[src/logic/mmnd_defs.vh]
// constants for the move, multiply and not decode block
//
// Notes on behaviour
// RULE1 - alternate pair read passes a 4-bit opcode, 0 to 15, to the coprocessor
// RULE2 - trailing-2 pair read is C bit 1; plain form is C bit 0
// RULE3 - 4-bit selector field addresses coprocessors 0 to 15
// RULE4 - pair read offered when condition passes; rejection raises usage fault
// RULE5 - accepted pair read: word one to first dest, word two to second
// RULE6 - special read is privileged unless source is app status or control
// RULE7 - special write is privileged unless destination is app status register
// RULE8 - multiply writes low 32 product bits; sign does not matter
// RULE9 - short multiply: second operand is destination; flags only outside IT
// RULE10 - not-immediate writes complement of expanded 32-bit immediate
// RULE11 - not flags: N bit 31, Z zero, C from expander or shifter, V kept
// RULE12 - not-immediate unpredictable when destination is 13 or 15
// RULE13 - not-register shifts source by decoded shift then writes complement
// RULE14 - short not-register uses shift left by zero; flags only outside IT
// RULE15 - explicit shift only in wide not-register form; no shift in short form
// RULE16 - wide not-register unpredictable when destination or source is 13 or 15
// RULE17 - wide multiply never sets flags; unpredictable if any register 13 or 15
// RULE18 - short multiply flags: N bit 31, Z zero, C and V kept
`ifndef MMND_DEFS_VH
`define MMND_DEFS_VH

// register numbers that some encodings forbid
`define MMND_REG_SP 4'hd
`define MMND_REG_PC 4'hf

// short encodings, bits 15:6
`define MMND_MUL16_OP 10'h10d
`define MMND_MVN16_OP 10'h10f

// pair read: hw1 15:13 and 11:4, C bit at hw1 12
`define MMND_MRRC_TOP 3'h7
`define MMND_MRRC_OP 8'hc5
`define MMND_MRRC_CBIT 12

// special register moves: hw1 15:5, hw2 15:14
`define MMND_MRS_OP 11'h79f
`define MMND_MSR_OP 11'h79c
`define MMND_SREG_HW2 2'h2
`define MMND_SEL_APP_STATUS_REG 8'h00
`define MMND_SEL_CONTROL 8'h14

// wide multiply: hw1 15:4, hw2 15:12 and 7:4
`define MMND_MUL32_OP 12'hfb0
`define MMND_MUL32_HI 4'hf
`define MMND_MUL32_LO 4'h0

// wide not forms
`define MMND_MVNI_TOP 5'h1e
`define MMND_MVNI_MID 5'h03
`define MMND_MVNR_OP 11'h753

// shift types
`define MMND_SH_LSL 2'h0
`define MMND_SH_LSR 2'h1
`define MMND_SH_ASR 2'h2
`define MMND_SH_ROR 2'h3
`define MMND_SH_FULL 6'h20

// pair read sequencer states
`define MMND_ST_IDLE 2'h0
`define MMND_ST_WAIT 2'h1
`define MMND_ST_WR2 2'h2

`endif

[src/logic/mmnd_imm_expand.v]
// modified immediate expander with carry out
`timescale 1ns/1ns
module mmnd_imm_expand
(
    input wire [11:0] imm12_i,
    input wire carry_i,
    output reg [31:0] value_o,
    output reg carry_o
);

// =============================================
// expansion
// =============================================
reg [31:0] unrot;
reg [4:0] rot;
// replicated byte patterns or rotated 8-bit value
always @*
begin
    unrot = {24'h000000, 1'b1, imm12_i[6:0]};
    rot = imm12_i[11:7];
    value_o = 32'h00000000;
    carry_o = carry_i;
    if (imm12_i[11:10] == 2'h0)
    begin
        case (imm12_i[9:8])
            2'h0: value_o = {24'h000000, imm12_i[7:0]};
            2'h1: value_o = {8'h00, imm12_i[7:0], 8'h00, imm12_i[7:0]};
            2'h2: value_o = {imm12_i[7:0], 8'h00, imm12_i[7:0], 8'h00};
            default: value_o = {4{imm12_i[7:0]}};
        endcase
    end
    else
    begin
        value_o = (unrot >> rot) | (unrot << (6'h20 - {1'b0, rot}));
        carry_o = value_o[31]; // rotated forms carry out bit 31
    end
end

endmodule // mmnd_imm_expand

[src/logic/mmnd_shifter.v]
// immediate shift decode and barrel shifter with carry out
`timescale 1ns/1ns
`include "mmnd_defs.vh"
module mmnd_shifter
(
    input wire [31:0] value_i,
    input wire [1:0] type_i,
    input wire [4:0] imm5_i,
    input wire carry_i,
    output reg [31:0] result_o,
    output reg carry_o
);

// =============================================
// shift
// =============================================
reg [5:0] amt;
reg [32:0] tmp;
// zero amount means 32 for right shifts and rrx for rotate
always @*
begin
    amt = (imm5_i == 5'h00) ? `MMND_SH_FULL : {1'b0, imm5_i};
    tmp = 33'h000000000;
    result_o = value_i;
    carry_o = carry_i;
    case (type_i)
        `MMND_SH_LSL:
        begin
            tmp = {1'b0, value_i} << imm5_i;
            result_o = tmp[31:0];
            if (imm5_i != 5'h00)
                carry_o = tmp[32];
        end
        `MMND_SH_LSR:
        begin
            tmp = {value_i, 1'b0} >> amt;
            result_o = tmp[32:1];
            carry_o = tmp[0];
        end
        `MMND_SH_ASR:
        begin
            tmp = $signed({value_i, 1'b0}) >>> amt;
            result_o = tmp[32:1];
            carry_o = tmp[0];
        end
        default:
        begin
            if (imm5_i == 5'h00)
            begin
                result_o = {carry_i, value_i[31:1]}; // rrx
                carry_o = value_i[0];
            end
            else
            begin
                result_o = (value_i >> imm5_i) |
                    (value_i << (6'h20 - {1'b0, imm5_i}));
                carry_o = result_o[31];
            end
        end
    endcase
end

endmodule // mmnd_shifter

[src/logic/mmnd_decode.v]
// decode and execute for pair read, special moves, multiply and not
`timescale 1ns/1ns
`include "mmnd_defs.vh"
module mmnd_decode
(
    input wire clock_i,
    input wire rst_i,
    input wire instr_valid_i,
    input wire wide_i,
    input wire [31:0] instr_i,
    input wire cond_pass_i,
    input wire in_it_block_i,
    input wire privileged_i,
    input wire [31:0] rdata_a_i,
    input wire [31:0] rdata_b_i,
    input wire flag_n_i,
    input wire flag_z_i,
    input wire flag_c_i,
    input wire flag_v_i,
    input wire [31:0] sreg_rdata_i,
    input wire cp_accept_i,
    input wire cp_reject_i,
    input wire [31:0] cp_word1_i,
    input wire [31:0] cp_word2_i,
    output wire busy_o,
    output reg [3:0] rd_addr_a_o,
    output reg [3:0] rd_addr_b_o,
    output wire [7:0] sreg_sel_o,
    output reg wr_en_o,
    output reg [3:0] wr_addr_o,
    output reg [31:0] wr_data_o,
    output reg flag_we_o,
    output reg flag_n_o,
    output reg flag_z_o,
    output reg flag_c_o,
    output reg flag_v_o,
    output reg sreg_wr_o,
    output reg [7:0] sreg_wsel_o,
    output reg [1:0] sreg_mask_o,
    output reg [31:0] sreg_wdata_o,
    output reg cp_req_o,
    output reg cp_alt_o,
    output reg [3:0] cp_num_o,
    output reg [3:0] cp_opcode_o,
    output reg [3:0] cp_crm_o,
    output reg usage_fault_o,
    output reg priv_fault_o,
    output reg unpredictable_o,
    output reg undefined_o
);

// =============================================
// helpers
// =============================================
// register number 13 or 15
function is_sp_pc;
    input [3:0] r;
    begin
        is_sp_pc = (r == `MMND_REG_SP) || (r == `MMND_REG_PC);
    end
endfunction

wire [15:0] hw1 = instr_i[31:16];
wire [15:0] hw2 = instr_i[15:0];
reg [1:0] state;
reg [3:0] cp_dest2;
reg [31:0] cp_hold2;
wire idle = (state == `MMND_ST_IDLE);

assign busy_o = !idle;
assign sreg_sel_o = hw2[7:0];

// =============================================
// encoding match
// =============================================
// short forms sit in the low halfword
wire dec_mul16 = !wide_i && (hw2[15:6] == `MMND_MUL16_OP);
wire dec_mvn16 = !wide_i && (hw2[15:6] == `MMND_MVN16_OP);
// both C forms of the pair read decode here; C goes out as cp_alt
wire dec_mrrc = wide_i && (hw1[15:13] == `MMND_MRRC_TOP) &&
    (hw1[11:4] == `MMND_MRRC_OP); // [RULE2]
wire dec_mrs = wide_i && (hw1[15:5] == `MMND_MRS_OP) &&
    (hw2[15:14] == `MMND_SREG_HW2) && !hw2[12];
wire dec_msr = wide_i && (hw1[15:5] == `MMND_MSR_OP) &&
    (hw2[15:14] == `MMND_SREG_HW2) && !hw2[12];
wire dec_mul32 = wide_i && (hw1[15:4] == `MMND_MUL32_OP) &&
    (hw2[15:12] == `MMND_MUL32_HI) && (hw2[7:4] == `MMND_MUL32_LO);
wire dec_mvni = wide_i && (hw1[15:11] == `MMND_MVNI_TOP) &&
    (hw1[9:5] == `MMND_MVNI_MID) && (hw1[3:0] == `MMND_REG_PC) &&
    !hw2[15];
// explicit shift fields exist only in this wide form
wire dec_mvnr = wide_i && (hw1[15:5] == `MMND_MVNR_OP) &&
    (hw1[3:0] == `MMND_REG_PC) && !hw2[15]; // [RULE15]

// =============================================
// operand reads
// =============================================
// register file read addresses, answered in the same cycle
always @*
begin
    rd_addr_a_o = 4'h0;
    rd_addr_b_o = 4'h0;
    if (dec_mul16)
    begin
        rd_addr_a_o = {1'b0, hw2[5:3]}; // [RULE9]
        rd_addr_b_o = {1'b0, hw2[2:0]}; // [RULE9]
    end
    else if (dec_mvn16)
        rd_addr_a_o = {1'b0, hw2[5:3]};
    else if (dec_mul32)
    begin
        rd_addr_a_o = hw1[3:0];
        rd_addr_b_o = hw2[3:0];
    end
    else if (dec_mvnr)
        rd_addr_a_o = hw2[3:0];
    else if (dec_msr)
        rd_addr_a_o = hw1[3:0];
end

// =============================================
// datapath
// =============================================
wire [31:0] imm_value;
wire imm_carry;
wire [31:0] sh_value;
wire sh_carry;
wire [63:0] product = rdata_a_i * rdata_b_i;
wire [31:0] prod_lo = product[31:0]; // [RULE8]
// short form uses lsl #0, which leaves the source and carry untouched
wire [1:0] sh_type = dec_mvn16 ? `MMND_SH_LSL : hw2[5:4]; // [RULE14]
wire [4:0] sh_imm = dec_mvn16 ? 5'h00 : {hw2[14:12], hw2[7:6]}; // [RULE14]

mmnd_imm_expand u_imm
(
    .imm12_i({hw1[10], hw2[14:12], hw2[7:0]}),
    .carry_i(flag_c_i),
    .value_o(imm_value),
    .carry_o(imm_carry)
);

mmnd_shifter u_shift
(
    .value_i(rdata_a_i),
    .type_i(sh_type),
    .imm5_i(sh_imm),
    .carry_i(flag_c_i),
    .result_o(sh_value),
    .carry_o(sh_carry)
);

// =============================================
// single cycle execute decision
// =============================================
reg ex_we;
reg [3:0] ex_dest;
reg [31:0] ex_data;
reg ex_fl;
reg ex_c;
reg ex_unpred;
reg ex_priv;
reg ex_undef;
wire sel_app_status_reg = (hw2[7:0] == `MMND_SEL_APP_STATUS_REG);
wire sel_ctrl = (hw2[7:0] == `MMND_SEL_CONTROL);
always @*
begin
    ex_we = 1'b0;
    ex_dest = hw2[11:8];
    ex_data = 32'h00000000;
    ex_fl = 1'b0;
    ex_c = flag_c_i;
    ex_unpred = 1'b0;
    ex_priv = 1'b0;
    ex_undef = 1'b0;
    if (dec_mul16)
    begin
        ex_we = 1'b1;
        ex_dest = {1'b0, hw2[2:0]}; // [RULE9]
        ex_data = prod_lo;
        ex_fl = !in_it_block_i; // [RULE9] [RULE18]
    end
    else if (dec_mul32)
    begin
        ex_we = 1'b1;
        ex_data = prod_lo; // [RULE8]
        ex_unpred = is_sp_pc(hw2[11:8]) || is_sp_pc(hw1[3:0]) ||
            is_sp_pc(hw2[3:0]); // [RULE17]
    end
    else if (dec_mvni)
    begin
        ex_we = 1'b1;
        ex_data = ~imm_value; // [RULE10]
        ex_fl = hw1[4];
        ex_c = imm_carry; // [RULE11]
        ex_unpred = is_sp_pc(hw2[11:8]); // [RULE12]
    end
    else if (dec_mvnr || dec_mvn16)
    begin
        ex_we = 1'b1;
        ex_data = ~sh_value; // [RULE13]
        ex_c = sh_carry; // [RULE11]
        if (dec_mvn16)
        begin
            ex_dest = {1'b0, hw2[2:0]};
            ex_fl = !in_it_block_i; // [RULE14]
        end
        else
        begin
            ex_fl = hw1[4];
            ex_unpred = is_sp_pc(hw2[11:8]) ||
                is_sp_pc(hw2[3:0]); // [RULE16]
        end
    end
    else if (dec_mrs)
    begin
        ex_we = 1'b1;
        ex_data = sreg_rdata_i;
        ex_priv = !privileged_i && !sel_app_status_reg && !sel_ctrl; // [RULE6]
    end
    else if (dec_msr)
        ex_priv = !privileged_i && !sel_app_status_reg; // [RULE7]
    else if (dec_mrrc)
        ex_unpred = (hw2[15:12] == `MMND_REG_PC) ||
            (hw1[3:0] == `MMND_REG_PC) || (hw2[15:12] == hw1[3:0]) ||
            (hw2[15:12] == `MMND_REG_SP) || (hw1[3:0] == `MMND_REG_SP);
    else
        ex_undef = 1'b1;
end

wire take = instr_valid_i && idle && cond_pass_i;
wire go = take && !ex_unpred && !ex_priv && !ex_undef;

// =============================================
// outputs and pair read sequencer
// =============================================
// pulses last one cycle; pair read writes its two words on two edges
always @(posedge clock_i or posedge rst_i)
begin
    if (rst_i)
    begin
        state <= `MMND_ST_IDLE;
        cp_dest2 <= 4'h0;
        cp_hold2 <= 32'h00000000;
        wr_en_o <= 1'b0;
        wr_addr_o <= 4'h0;
        wr_data_o <= 32'h00000000;
        flag_we_o <= 1'b0;
        flag_n_o <= 1'b0;
        flag_z_o <= 1'b0;
        flag_c_o <= 1'b0;
        flag_v_o <= 1'b0;
        sreg_wr_o <= 1'b0;
        sreg_wsel_o <= 8'h00;
        sreg_mask_o <= 2'h0;
        sreg_wdata_o <= 32'h00000000;
        cp_req_o <= 1'b0;
        cp_alt_o <= 1'b0;
        cp_num_o <= 4'h0;
        cp_opcode_o <= 4'h0;
        cp_crm_o <= 4'h0;
        usage_fault_o <= 1'b0;
        priv_fault_o <= 1'b0;
        unpredictable_o <= 1'b0;
        undefined_o <= 1'b0;
    end
    else
    begin
        wr_en_o <= 1'b0;
        flag_we_o <= 1'b0;
        sreg_wr_o <= 1'b0;
        usage_fault_o <= 1'b0;
        priv_fault_o <= 1'b0;
        unpredictable_o <= 1'b0;
        undefined_o <= 1'b0;
        case (state)
            `MMND_ST_IDLE:
            begin
                unpredictable_o <= take && ex_unpred;
                priv_fault_o <= take && ex_priv;
                undefined_o <= take && ex_undef;
                if (go && dec_mrrc)
                begin
                    cp_req_o <= 1'b1; // [RULE4]
                    cp_alt_o <= hw1[`MMND_MRRC_CBIT]; // [RULE2]
                    cp_num_o <= hw2[11:8]; // [RULE3]
                    cp_opcode_o <= hw2[7:4]; // [RULE1]
                    cp_crm_o <= hw2[3:0];
                    wr_addr_o <= hw2[15:12];
                    cp_dest2 <= hw1[3:0];
                    state <= `MMND_ST_WAIT;
                end
                else if (go && dec_msr)
                begin
                    sreg_wr_o <= 1'b1;
                    sreg_wsel_o <= hw2[7:0];
                    sreg_mask_o <= hw2[11:10];
                    sreg_wdata_o <= rdata_a_i;
                end
                else if (go)
                begin
                    wr_en_o <= ex_we;
                    wr_addr_o <= ex_dest;
                    wr_data_o <= ex_data;
                    flag_we_o <= ex_fl;
                    flag_n_o <= ex_data[31]; // [RULE11] [RULE18]
                    flag_z_o <= (ex_data == 32'h00000000); // [RULE11]
                    flag_c_o <= ex_c; // [RULE11] [RULE18]
                    flag_v_o <= flag_v_i; // [RULE11] [RULE18]
                end
            end
            `MMND_ST_WAIT:
            begin
                // rejection wins if the coprocessor raises both
                if (cp_reject_i)
                begin
                    cp_req_o <= 1'b0;
                    usage_fault_o <= 1'b1; // [RULE4]
                    state <= `MMND_ST_IDLE;
                end
                else if (cp_accept_i)
                begin
                    cp_req_o <= 1'b0;
                    wr_en_o <= 1'b1; // [RULE5]
                    wr_data_o <= cp_word1_i; // [RULE5]
                    cp_hold2 <= cp_word2_i;
                    state <= `MMND_ST_WR2;
                end
            end
            `MMND_ST_WR2:
            begin
                wr_en_o <= 1'b1;
                wr_addr_o <= cp_dest2; // [RULE5]
                wr_data_o <= cp_hold2; // [RULE5]
                state <= `MMND_ST_IDLE;
            end
            default:
                state <= `MMND_ST_IDLE;
        endcase
    end
end

endmodule // mmnd_decode

[config.mk]
export PLATFORM = sky130hd
export DESIGN_NAME = mmnd_decode
export DESIGN_NICKNAME = d
export VERILOG_FILES = /design/src/logic/mmnd_imm_expand.v /design/src/logic/mmnd_shifter.v /design/src/logic/mmnd_decode.v
export VERILOG_INCLUDE_DIRS = /design/src /design/src/logic
export SDC_FILE = /design/constraint.sdc
export NUM_CORES = 2
export LEC_CHECK = 0
export BUFFER_PORTS_ARGS = -buffer_cell sky130_fd_sc_hd__buf_2
export CELL_PAD_IN_SITES_DETAIL_PLACEMENT = 1
export CELL_PAD_IN_SITES_GLOBAL_PLACEMENT = 2
export CORE_ASPECT_RATIO = 1.4
export CORE_MARGIN = 5
export CORE_UTILIZATION = 34
export DETAILED_ROUTE_END_ITERATION = 8
export GPL_TIMING_DRIVEN = 0
export PLACE_DENSITY = 0.78
export SLEW_MARGIN = 10
export SYNTH_ARGS = -nofsm -noshare
export SYNTH_HDL_FRONTEND = slang
export SYNTH_SLANG_ARGS = --single-unit
[constraint.sdc]
create_clock -name clock_i -period 4.5 [get_ports clock_i]
set_input_delay 0.9 -clock clock_i [delete_from_list [all_inputs] [get_ports clock_i]]
set_output_delay 0.9 -clock clock_i [all_outputs]
set_load 0.01 [all_outputs]
==> results.md <==
- Outcome: finished, violations left
- Failing checks: negative setup slack
- TritonRoute pass-1 iters: 5
- I/O Buffers: 302
- Minimum clock period after layout: 7.80 ns
- Hold crit path type: in2async
- Placement Rows: ~130
- Syn Nets: 4649
- CP top delay family: adder cells
- Crit path launch type: input port
- RePlAce Congestion: 1.03
- Nets: approximately 5200
- Critical path depth: 29
- Area delta synth->final: 33.1%
- GR Overflow Total: 0
- Max Clock Freq: 128 MHz
- Post-Syn Area per Cell: 8.20 um2
- Final WL: 229000 um
- H-tree depth: 4
- Initial antenna violation count: 17
- Post-synth top area cell: fa_1
- Layout cell share with drive strength beyond 1: 0.299
- Worst Path Buf+Inv: 9
- Post-Syn Instances: 3905
- Post-synth ARST share: 1.00
- Initial cell density of the core: 0.342
- Clock sinks: 141
- Vias per cell: 6.37
- Die Width: 269 um
- Setup crit end kind: register
- CTS Buf Count: 17
- Final setup violation count: 29
- ANT nets after route: 0
- Max Slew Vio Count: 0
- RSZ-0062 raised after global routing: true
- Slack of the critical path: -3.30 ns
- TritonCTS clock tree: done
- DP HPWL: 178000 um
- Post-Place Setup Slack: -5.50 ns
- Prevailing post-synth register cell: dfrtp_1
- Longest Clk Path Bufs: 2
- Most used cell, CP: fa_1
- Mapped cell area: 0.0320 mm2
- Worst Path Arrival: between 8 and 9 ns
- Synthesis-stage register bit count: 141
- Initial DRC count: around 3400
- Largest net degree at the start of global routing: 35
- # fillers: about 11000
- Worst Reg-to-Reg Cells: 10
- Final non-filler cell total: between 5000 and 6000
- Via count: 36300
- Reg clk slew, reported paths: around 0.080 ns
- Via count of the first global-routing pass: 38800
- Top-area cell type share of the netlist area: 0.255
- Clk Latency, worst-skew pair: around 0.54 ns
- # placed instances: around 5400
- Final Hold Viols: 0
- Critical Path Slowest Stage Cell: fa_2
- Root buffer cell: clkbuf_16
- Ys Warns: 0
- Fin Hold WS: 0.344 ns
- Rel. slew slack: 0.0772
- Setup Skew: roughly 0.018 ns
- GRT Total Usage: 0.440
- Critical Path Fanout Max: 9
- Seq/Total Area, Yosys: 0.110
- DRC Markers: 0
- Number of max-cap violations: 0
- Number of flops mapped to enable cells by yosys: 0
- Synth area leaders: fa_1, dfrtp_1, and2_1, nand2_1, ha_1
- Die Ht: 373 um
- First-pass GRT wire length: 312000 um
- Critical Path RT: between 4 and 5 ns
- Post-synth cell types: 92
- Die area: about 0.10 mm2
- Wire per inst: 40.2 um
- Measured slew at the worst slew-check pin: 1.35 ns
- Critical path type: in2reg
- Setup_tns: -72.83 ns
- I/O Pins: 325
- Fin crit share: 1.73
- Core Footprint: 0.0937 mm2
- Max stage delay on crit path: 0.63 ns
-- state kept, by name (all words and copies together) (netlist names), 2 cells and up --
signal and cells:
cp_hold2 32, sreg_wdata_o 32, wr_data_o 32, sreg_wsel_o 8
cp_crm_o 4, cp_dest2 4, cp_num_o 4, cp_opcode_o 4
wr_addr_o 4, sreg_mask_o 2, state 2
-- cells by family after synthesis --
logic type / Yosys count / share of synthesized area
adders and majority gates: 539 / 0.306
xor gates and xnor gates: 88 / 0.0247
buffers and inverters: 759 / 0.0926
DFF: 141 / 0.110
muxes: 195 / 0.0757
and+or+nand+nor: 1337 / 0.205
AOI/OAI and AO/OA: 846 / 0.186
-- Yosys cell counts (13+ instances only) --
library cell	instances
mux2i_1	97
nor2b_1	22
fa_1	408
and2_1	334
nor3_1	52
clkbuf_1	274
xnor2_1	66
nor2_1	173
a21o_1	27
nand3_1	49
nand2b_1	29
o211ai_1	28
inv_1	401
a211o_1	17
o22ai_1	31
o21ai_0	150
a221oi_1	76
buf_1	21
a31oi_1	39
a221o_1	38
nand4_1	19
nand2_1	548
nor4_1	20
buf_2	40
xor2_1	20
dfrtp_1	141
mux2_2	67
ha_1	131
mux4_2	31
o221ai_1	26
a22oi_1	13
o31ai_1	31
a21oi_1	160
buf_4	14
a2111oi_0	20
and3_1	15
a22o_1	20
a211oi_1	44
-- cell usage in the layout (no fill, tap or decap), types with 67 or more instances in the layout --
cell       count
clkbuf_16     74
o21ai_0      107
buf_4        231
a21oi_1      138
nand2_1      531
dfrtp_1      141
ha_1          89
mux2_2        67
buf_2        316
inv_1        372
mux2i_1       95
clkbuf_1      94
fa_1         361
and2_1       296
nor2_1       150
-- path summary, 6_finish.rpt --
| kind | start | endpoint | slack, ns |
|---|---|---|---|
| min in group clock_i | sreg_wdata_o[7] | sreg_wdata_o[7] | 0.46 |
| hold reg to reg | sreg_wdata_o[7] | sreg_wdata_o[7] | 0.46 |
| max in group asynchronous | rst_i | cp_hold2[9] | 3.08 |
| setup / recovery | rdata_a_i[16] | wr_data_o[31] | -3.30 |
| setup reg to reg | state[1] | wr_data_o[18] | 1.49 |
| hold / removal | rst_i | cp_opcode_o[2] | 0.34 |
-- layout make-up --
| type | instances | area, um2 | area share |
|---|---|---|---|
| Antenna cell | 13 | 32.5 | 0.000763 |
| Buffer | 330 | 3360 | 0.0789 |
| Clock buffer | 18 | 429 | 0.0101 |
| Clock inverter | 14 | 174 | 0.00408 |
| Inverter | 408 | 1570 | 0.0368 |
| Multi-Input combinational cell | 3005 | 28100 | 0.660 |
| Sequential cell | 141 | 3530 | 0.0828 |
| Tap cell | 1215 | 1520 | 0.0357 |
| Timing Repair Buffer | 554 | 3880 | 0.0911 |
-- metal layers --
layer	GRT usage	part of all wire	vias to the layer above
li1	-	-	14400
met5	0	0.00022	-
met3	0.0926	0.077	988
met4	0.411	0.12	8
met2	0.730	0.47	2334
met1	0.463	0.33	18500
-- metrics by stage --
step	util	area (um2)
after floorplan	-	32800
after global routing	0.455	42600
final	0.455	42600
after detailed placement	0.385	36100
after CTS	0.446	41800
after global placement	0.383	35900
-- timing repair --
| action | CTS | global route |
|---|---|---|
| gates resized for setup | 814 | 186 |
| hold buffers | 0 | 0 |
| cloned | 2 | 2 |
| pin swaps | 178 | 167 |
| setup buffers | 176 | 63 |
| setup endpoints to repair | 109 | 47 |
Power is left out: the tool's default activity adds up to more than one toggle a clock period on the data nets, which glitch-free logic cannot reach.
